[config.mk]
export PLATFORM = sky130hd
export DESIGN_NAME = cddc_host_flat
export DESIGN_NICKNAME = d
export VERILOG_FILES = /design/src/shared/cddc_pkg.sv /design/src/shared/cddc_link_if.sv /design/src/design/cddc_host.sv /design/src/flat_wrapper.sv
export VERILOG_INCLUDE_DIRS = /design/src /design/src/shared
export SDC_FILE = /design/constraint.sdc
export NUM_CORES = 1
export LEC_CHECK = 0
export ABC_AREA = 1
export BUFFER_PORTS_ARGS = -buffer_cell sky130_fd_sc_hd__buf_2
export CELL_PAD_IN_SITES_DETAIL_PLACEMENT = 0
export CELL_PAD_IN_SITES_GLOBAL_PLACEMENT = 1
export CORE_UTILIZATION = 30
export CTS_CLUSTER_DIAMETER = 200
export DETAILED_ROUTE_END_ITERATION = 8
export GPL_ROUTABILITY_DRIVEN = 0
export HOLD_SLACK_MARGIN = 0.02
export PLACE_DENSITY = 0.61
export SLEW_MARGIN = 20
export SYNTH_ARGS = -nofsm -noshare
export SYNTH_HDL_FRONTEND = slang
export SYNTH_SLANG_ARGS = --single-unit
export TNS_END_PERCENT = 100
[constraint.sdc]
create_clock -name i_sys_clk -period 4.86 [get_ports i_sys_clk]
set_clock_uncertainty 0.15 [all_clocks]
set_input_delay 1.458 -clock i_sys_clk [delete_from_list [all_inputs] [get_ports i_sys_clk]]
set_output_delay 1.458 -clock i_sys_clk [all_outputs]
set_load 0.01 [all_outputs]
[src/shared/cddc_defines.svh]
`ifndef CDDC_DEFINES_SVH
`define CDDC_DEFINES_SVH

// Programming word layout
`define CDDC_WORD_BITS 32
`define CDDC_ADDR_MSB 3
`define CDDC_DLY_LSB 4
`define CDDC_DLY_MSB 7
`define CDDC_DIV_LSB 8
`define CDDC_DIV_MSB 15
`define CDDC_EN_BIT 16
`define CDDC_MUX_LSB 17
`define CDDC_MUX_MSB 18
`define CDDC_GLOB_EN_BIT 27
`define CDDC_REF_SEL_BIT 29
`define CDDC_RESET_BIT 31
`define CDDC_ADDR_R0 4'h0
`define CDDC_ADDR_R14 4'hE

// Channel structure
`define CDDC_NUM_CHAN 8
`define CDDC_DLY_STEP_PS 150
`define CDDC_DLY_MAX_PS 2250
`define CDDC_DLY_TAPS (`CDDC_DLY_MAX_PS / `CDDC_DLY_STEP_PS)
`define CDDC_SYNC_LAT 4

// Power-on defaults
`define CDDC_DEF_DLY 4'h0
`define CDDC_DEF_DIV 8'h01
`define CDDC_DEF_EN 1'h0
`define CDDC_DEF_MUX 2'h0
`define CDDC_DEF_GLOB_EN 1'h1
`define CDDC_DEF_REF_SEL 1'h0

// Host timing and register map
`define CDDC_CLK_PERIOD_NS 40
`define CDDC_PROG_HALF_NS 25
`define CDDC_PROG_HALF_CYC ((`CDDC_PROG_HALF_NS + `CDDC_CLK_PERIOD_NS - 1) / `CDDC_CLK_PERIOD_NS)
`define CDDC_SYNC_LOW_CYC 16
`define CDDC_HOST_WORD 4'h0
`define CDDC_HOST_CTRL 4'h4
`define CDDC_HOST_STATUS 4'h8
`define CDDC_CTRL_GOE_LEVEL 0
`define CDDC_CTRL_GOE_DRIVE 1
`define CDDC_CTRL_SYNC_GO 2
`define CDDC_DEF_GOE_LEVEL 1'h1
`define CDDC_DEF_GOE_DRIVE 1'h0
`define CDDC_RESP_OKAY 2'h0
`define CDDC_RESP_SLVERR 2'h2

`endif

[src/shared/cddc_pkg.sv]
package cddc_pkg;
   // Channel source selection
   typedef enum logic [1:0] {
      CDDC_MUX_BYPASS = 2'h0,
      CDDC_MUX_DIVIDED = 2'h1,
      CDDC_MUX_DELAYED = 2'h2,
      CDDC_MUX_DIV_DLY = 2'h3
   } cddc_mux_t;

   // Serial engine states, Gray along idle-low-high-latch-idle
   typedef enum logic [1:0] {
      CDDC_ST_IDLE = 2'h0,
      CDDC_ST_LOW = 2'h1,
      CDDC_ST_HIGH = 2'h3,
      CDDC_ST_LATCH = 2'h2
   } cddc_ser_st_t;
endpackage

[src/shared/cddc_link_if.sv]
`timescale 1ns/1ps
interface cddc_link_if;
   logic prog_clock;
   logic prog_serial_in;
   logic prog_latch_strobe;
   logic sync_n_drv;
   logic sync_n_oe;
   logic all_out_enable_drv;
   logic all_out_enable_oe;
   logic sync_n;
   logic all_out_enable_pin;

   // Pull-ups: an undriven pin reads high
   assign sync_n = sync_n_oe ? sync_n_drv : 1'h1;
   assign all_out_enable_pin = all_out_enable_oe ? all_out_enable_drv : 1'h1;

   modport device (
      input prog_clock,
      input prog_serial_in,
      input prog_latch_strobe,
      input sync_n,
      input all_out_enable_pin
   );
   modport host (
      output prog_clock,
      output prog_serial_in,
      output prog_latch_strobe,
      output sync_n_drv,
      output sync_n_oe,
      output all_out_enable_drv,
      output all_out_enable_oe
   );
endinterface

[src/design/cddc_host.sv]
// Added by the designer: the AXI4-Lite interface to the registers and the register offsets.
`timescale 1ns/1ps
`include "cddc_defines.svh"

module cddc_host #(
   parameter int HALF_CYC = `CDDC_PROG_HALF_CYC,
   parameter int SYNC_LOW_CYC = `CDDC_SYNC_LOW_CYC
) (
   input wire logic i_sys_clk,
   input wire logic i_sys_rst,
   cddc_link_if.host link,
   input wire logic [3:0] i_awaddr,
   input wire logic i_awvalid,
   output logic o_awready,
   input wire logic [31:0] i_wdata,
   input wire logic [3:0] i_wstrb,
   input wire logic i_wvalid,
   output logic o_wready,
   output logic [1:0] o_bresp,
   output logic o_bvalid,
   input wire logic i_bready,
   input wire logic [3:0] i_araddr,
   input wire logic i_arvalid,
   output logic o_arready,
   output logic [31:0] o_rdata,
   output logic [1:0] o_rresp,
   output logic o_rvalid,
   input wire logic i_rready
);
   typedef struct packed {
      logic aw_have;
      logic [3:0] aw_addr;
      logic w_have;
      logic [31:0] w_data;
      logic [3:0] w_strb;
      logic bvalid;
      logic [1:0] bresp;
      logic rvalid;
      logic [31:0] rdata;
      logic [1:0] rresp;
      cddc_pkg::cddc_ser_st_t st;
      logic [31:0] word;
      logic [4:0] bitn;
      logic [7:0] timer;
      logic pclk;
      logic pdata;
      logic platch;
      logic goe_level;
      logic goe_drive;
      logic [7:0] sync_cnt;
   } cddc_host_st_t;

   cddc_host_st_t q;
   cddc_host_st_t n;

   // Bus slave, serial engine and pin drivers
   always_comb
   begin
      logic [31:0] merged;
      logic busy;
      n = q;
      merged = q.word;
      busy = q.st != cddc_pkg::CDDC_ST_IDLE;
      for (int b = 0; b < 4; b++)
      begin
         if (q.w_strb[b])
         begin
            merged[b*8 +: 8] = q.w_data[b*8 +: 8];
         end
      end

      // Address and data taken in either order
      if (i_awvalid && o_awready)
      begin
         n.aw_have = 1'h1;
         n.aw_addr = i_awaddr;
      end
      if (i_wvalid && o_wready)
      begin
         n.w_have = 1'h1;
         n.w_data = i_wdata;
         n.w_strb = i_wstrb;
      end
      if (q.bvalid && i_bready)
      begin
         n.bvalid = 1'h0;
      end

      // Serial engine: bit cells, then latch pulse, then lines low
      case (q.st)
         cddc_pkg::CDDC_ST_IDLE:
         begin
            n.pclk = 1'h0;
            n.platch = 1'h0;
            n.pdata = 1'h0;
         end
         cddc_pkg::CDDC_ST_LOW:
         begin
            if (q.timer != 8'h00)
            begin
               n.timer = q.timer - 8'h01;
            end
            else
            begin
               n.st = cddc_pkg::CDDC_ST_HIGH;
               n.pclk = 1'h1;
               n.timer = 8'(HALF_CYC - 1);
            end
         end
         cddc_pkg::CDDC_ST_HIGH:
         begin
            if (q.timer != 8'h00)
            begin
               n.timer = q.timer - 8'h01;
            end
            else if (q.bitn == 5'h00)
            begin
               n.st = cddc_pkg::CDDC_ST_LATCH;
               n.pclk = 1'h0;
               n.platch = 1'h1;
               n.timer = 8'(HALF_CYC - 1);
            end
            else
            begin
               n.st = cddc_pkg::CDDC_ST_LOW;
               n.pclk = 1'h0;
               n.bitn = q.bitn - 5'h01;
               n.pdata = q.word[q.bitn - 5'h01];
               n.timer = 8'(HALF_CYC - 1);
            end
         end
         cddc_pkg::CDDC_ST_LATCH:
         begin
            if (q.timer != 8'h00)
            begin
               n.timer = q.timer - 8'h01;
            end
            else
            begin
               n.st = cddc_pkg::CDDC_ST_IDLE;
               n.platch = 1'h0;
               n.pdata = 1'h0;
            end
         end
         default:
         begin
            n.st = cddc_pkg::CDDC_ST_IDLE;
         end
      endcase

      // Sync low pulse countdown
      if (q.sync_cnt != 8'h00)
      begin
         n.sync_cnt = q.sync_cnt - 8'h01;
      end

      // Write executes once both halves are held
      if (q.aw_have && q.w_have && !q.bvalid)
      begin
         n.aw_have = 1'h0;
         n.w_have = 1'h0;
         n.bvalid = 1'h1;
         n.bresp = `CDDC_RESP_OKAY;
         if (q.aw_addr == `CDDC_HOST_WORD && !busy)
         begin
            n.word = merged;
            n.st = cddc_pkg::CDDC_ST_LOW;
            n.bitn = 5'h1F;
            n.pdata = merged[31];
            n.pclk = 1'h0;
            n.platch = 1'h0;
            n.timer = 8'(HALF_CYC - 1);
         end
         else if (q.aw_addr == `CDDC_HOST_CTRL)
         begin
            if (q.w_strb[0])
            begin
               n.goe_level = q.w_data[`CDDC_CTRL_GOE_LEVEL];
               n.goe_drive = q.w_data[`CDDC_CTRL_GOE_DRIVE];
               if (q.w_data[`CDDC_CTRL_SYNC_GO])
               begin
                  n.sync_cnt = 8'(SYNC_LOW_CYC);
               end
            end
         end
         else
         begin
            n.bresp = `CDDC_RESP_SLVERR;
         end
      end

      // Read answer one cycle after the address is taken
      if (q.rvalid && i_rready)
      begin
         n.rvalid = 1'h0;
      end
      if (i_arvalid && o_arready)
      begin
         n.rvalid = 1'h1;
         n.rresp = `CDDC_RESP_OKAY;
         n.rdata = 32'h00000000;
         case (i_araddr)
            `CDDC_HOST_WORD: n.rdata = q.word;
            `CDDC_HOST_CTRL: n.rdata = {30'h00000000, q.goe_drive, q.goe_level};
            `CDDC_HOST_STATUS: n.rdata = {30'h00000000, q.sync_cnt != 8'h00, busy};
            default: n.rresp = `CDDC_RESP_SLVERR;
         endcase
      end
   end

   // State register
   always_ff @(posedge i_sys_clk)
   begin
      if (i_sys_rst)
      begin
         q <= '0;
         q.st <= cddc_pkg::CDDC_ST_IDLE;
         q.goe_level <= `CDDC_DEF_GOE_LEVEL;
         q.goe_drive <= `CDDC_DEF_GOE_DRIVE;
      end
      else
      begin
         q <= n;
      end
   end

   assign o_awready = !q.aw_have && !q.bvalid;
   assign o_wready = !q.w_have && !q.bvalid;
   assign o_bvalid = q.bvalid;
   assign o_bresp = q.bresp;
   assign o_arready = !q.rvalid;
   assign o_rvalid = q.rvalid;
   assign o_rdata = q.rdata;
   assign o_rresp = q.rresp;
   assign link.prog_clock = q.pclk;
   assign link.prog_serial_in = q.pdata;
   assign link.prog_latch_strobe = q.platch;
   assign link.sync_n_drv = 1'h0;
   assign link.sync_n_oe = q.sync_cnt != 8'h00;
   assign link.all_out_enable_drv = q.goe_level;
   assign link.all_out_enable_oe = q.goe_drive;
endmodule

[src/flat_wrapper.sv]
// flat-port wrapper written by rule: the top's interface ports become plain ports
module cddc_host_flat 
#(
   parameter int HALF_CYC = `CDDC_PROG_HALF_CYC,
   parameter int SYNC_LOW_CYC = `CDDC_SYNC_LOW_CYC
)
  (i_sys_clk, i_sys_rst, i_awaddr, i_awvalid, o_awready, i_wdata, i_wstrb, i_wvalid, o_wready, o_bresp, o_bvalid, i_bready, i_araddr, i_arvalid, o_arready, o_rdata, o_rresp, o_rvalid, i_rready, link_prog_clock, link_prog_serial_in, link_prog_latch_strobe, link_sync_n_drv, link_sync_n_oe, link_all_out_enable_drv, link_all_out_enable_oe);
  cddc_link_if link_i ();
  input wire logic i_sys_clk;
  input wire logic i_sys_rst;
  input wire logic [3:0] i_awaddr;
  input wire logic i_awvalid;
  output logic o_awready;
  input wire logic [31:0] i_wdata;
  input wire logic [3:0] i_wstrb;
  input wire logic i_wvalid;
  output logic o_wready;
  output logic [1:0] o_bresp;
  output logic o_bvalid;
  input wire logic i_bready;
  input wire logic [3:0] i_araddr;
  input wire logic i_arvalid;
  output logic o_arready;
  output logic [31:0] o_rdata;
  output logic [1:0] o_rresp;
  output logic o_rvalid;
  input wire logic i_rready;
  output wire logic [$bits(link_i.prog_clock)-1:0] link_prog_clock;
  output wire logic [$bits(link_i.prog_serial_in)-1:0] link_prog_serial_in;
  output wire logic [$bits(link_i.prog_latch_strobe)-1:0] link_prog_latch_strobe;
  output wire logic [$bits(link_i.sync_n_drv)-1:0] link_sync_n_drv;
  output wire logic [$bits(link_i.sync_n_oe)-1:0] link_sync_n_oe;
  output wire logic [$bits(link_i.all_out_enable_drv)-1:0] link_all_out_enable_drv;
  output wire logic [$bits(link_i.all_out_enable_oe)-1:0] link_all_out_enable_oe;
  assign link_prog_clock = link_i.prog_clock;
  assign link_prog_serial_in = link_i.prog_serial_in;
  assign link_prog_latch_strobe = link_i.prog_latch_strobe;
  assign link_sync_n_drv = link_i.sync_n_drv;
  assign link_sync_n_oe = link_i.sync_n_oe;
  assign link_all_out_enable_drv = link_i.all_out_enable_drv;
  assign link_all_out_enable_oe = link_i.all_out_enable_oe;
  cddc_host #(.HALF_CYC(HALF_CYC), .SYNC_LOW_CYC(SYNC_LOW_CYC)) u_core (.i_sys_clk(i_sys_clk), .i_sys_rst(i_sys_rst), .link(link_i), .i_awaddr(i_awaddr), .i_awvalid(i_awvalid), .o_awready(o_awready), .i_wdata(i_wdata), .i_wstrb(i_wstrb), .i_wvalid(i_wvalid), .o_wready(o_wready), .o_bresp(o_bresp), .o_bvalid(o_bvalid), .i_bready(i_bready), .i_araddr(i_araddr), .i_arvalid(i_arvalid), .o_arready(o_arready), .o_rdata(o_rdata), .o_rresp(o_rresp), .o_rvalid(o_rvalid), .i_rready(i_rready));
endmodule
==> reports/qor.yml <==
fin_tns_setup_ns: 0
num-fill-cells: 2146
ys_top_cells_by_count: "138 x dfxtp_1, 117 x nand2_1, 110 x nor2_1, 102 x o21ai_0, 82 x a21oi_1"
synth_most_common_cell: "dfxtp_1"
worst_hold_path_type: "reg -> reg"
antennaDiodeCount: 0
cts_max_path_buffers: 2
port_buffers: 95
grt_pass1_vias: 4569
cts_made_buffers: 17
cts_root_buf: "clkbuf_16"
dp_hpwl_um: 10800
p_per_area_nw_per_um2: 426
postRouteAntennaNets: 0
yosysWarnings: 0
io_pins: 99
p_comb_share_pct: 15.0
clk_latency_ns: 0.41
numClockSinks: 138
start_util_pct: 30.5
report.power.total_mw: 2.94
clock.fmax_ghz: 0.299
die_y_um: 143
nNetsFinal: 900
ir_worst_vdd_mv: 0.166
post_drt_via_cell_ratio: 4.41
yosysUniqueCellTypes: 35
power_frac_seq_pct: 43.6
grt_max_degree: 65
synth-seq-cells: 138
fin_ws_ns: 1.52
syn_to_final_growth_pct: 16.2
synth-async-reset-ratio_pct: 0
p_leak_nw: 2.88
holdWs_ns: 0.302
synthesis.area_um2: 5950
placementRows: 51
status: "finished clean"
synth_seq_area_share_pct: 46.5
cts_tree: "built"
synth-main-ff-cell: "dfxtp_1"
avgRoutedWirePerCell_um: 13.5
num_vias: 4948
fin_crit_sh_pct: 68.7
fp.dieW_um: 143
post-cts-setup-buffers: 0
critPathLaunchType: "flop"
drc: 0
dpl_worst_slack_ns: 1.58
synth_edf_count: 0
switching_share_pct: 27.3
synthTopCellsByArea: "dfxtp_1 46%, o21ai_0 8.6%, nand2_1 7.4%, nor2_1 6.9%, a21oi_1 6.9%"
synth_cells: 800
cp_max_fo: 7
clkSlewWorstSetupHoldPaths_ns: 0.06
drv_cap: 0
dr.first_iter.drc_count: 229
setup_viol: 0
grt_antenna_before_repair: 0
die_area_um2: 20400
arrival_ns: 1.73
hold_violations: 0
yosysTopAreaCell: "dfxtp_1"
grt_first_pass_wirelength_um: 24400
htree_levels: 4
cp-end-kind: "output pin"
clkPwrFrac_pct: 41.4
avgSynthCellArea_um2: 7.43
cts-resized-gates: 0
slew_headroom_pct: 40.6
routed_wl_um: 15200
drv_slew: 0
synth_top_area_share_pct: 46.5
core_area_um2: 19500
first_pass_iters: 4
grt_overflow: 0
switching_power_mw: 0.803
drive_gt1_share_pct: 17.7
track_usage_pct: 15.6
rsz0062_at_grt: "no"
ctsHoldBuffers: 0
tightest_slew_ns: 0.890
critPathRequiredTime_ns: 3.25
worst-setup-path-type: "reg -> out"
min_period_ns: 3.34
internal-power_mw: 2.14
[critical path, cell delays in order, from the launching register on]
cell and delay, ns:
dfxtp_1 0.29, inv_1 0.11, ha_1 0.22, nand4_1 0.14, nor2_1 0.14, nand2_1 0.21, buf_2 0.21
[final timing paths]
kind                 startpoint                         end  slack [ns]  depth (start not counted)
setup / recovery    u_core.q[0]              link_sync_n_oe        1.52                          6
hold / removal    u_core.q[136]               u_core.q[136]        0.30                          2
setup reg to reg   u_core.q[21]  u_core.link.prog_serial_in        1.89                         13
hold reg to reg   u_core.q[136]               u_core.q[136]        0.30                          2
[cell usage in the layout, fill, tap and decap left out, types with 4 or more instances in the layout]
cell,Yosys,routed
clkbuf_16,0,17
clkbuf_8,0,4
o21ai_1,8,8
a21oi_1,82,82
o21ai_0,102,102
clkbuf_1,22,4
nor3_1,7,7
clkinv_2,0,4
nand3_1,42,42
dfxtp_1,138,138
inv_2,10,11
ha_1,4,4
nor2_1,110,110
nor2_4,5,5
xor2_1,8,8
inv_1,63,63
nand2_1,117,117
buf_2,11,95
[through the flow]
step                      std cells  utilization [%]  area [µm²]
after floorplan                 802                -        5950
after global placement         1091             32.6        6350
final                          1123             35.5        6910
after CTS                      1123             35.5        6910
after detailed placement       1091             32.6        6350
after global routing           1123             35.5        6910
[kinds of logic (layout without fill, tap and decap cells)]
group                    Yosys count  after routing  share of synthesized area [%]
flip-flops                       138            138                           46.5
buffers and inverters            150            206                           12.3
XOR/XNOR                          11             11                           1.62
AND/OR/NAND/NOR                  293            293                           21.1
adder cells (fa/ha/maj)            4              4                          0.842
other                              1              3                         0.0631
AO/OA/AOI/OAI                    203            203                           17.6
[final cells by class]
cell class              count  area (µm²)  area share [%]
inverters                  76         288            4.16
multi-input cells         514        2460            35.6
well taps                 265         332            4.80
flip-flops and latches    138        2760            40.0
repair buffers             98         510            7.39
clock buffers              25         495            7.17
clock inverters             7        65.1           0.942
[sequential cells by signal, indices dropped and copies added (netlist names)]
register                        cells
u_core.q                           97
u_core.o_rdata                     32
u_core.link.all_out_enable_drv      1
u_core.link.all_out_enable_oe       1
u_core.link.prog_clock              1
u_core.link.prog_latch_strobe       1
u_core.link.prog_serial_in          1
u_core.o_bresp                      1
u_core.o_bvalid                     1
u_core.o_rresp                      1
u_core.o_rvalid                     1
[routing by layer]
layer / vias to the layer above / track usage [%] / routed length (µm)
met5: - / 0 / 0
met1: 2196 / 23.8 / 8390
met2: 94 / 20.8 / 6050
met3: 4 / 3.86 / 645
met4: 0 / 5.09 / 99
li1: 2654 / - / -
[power groups by stage]
| stage | Combinational (mW) | Clock, mW | Sequential (mW) |
|---|---|---|---|
| 6_report | 0.440 | 1.22 | 1.28 |
| 5_1_grt | 0.505 | 1.31 | 1.30 |
| 4_1_cts | 0.446 | 1.25 | 1.29 |
| 3_5_place_dp | 0.444 | 0 | 1.31 |
| 3_3_place_gp | 0.443 | 0 | 1.31 |
| 2_1_floorplan | 0.353 | 0 | 1.29 |
Note: power is estimated with default switching activity, not from simulation.
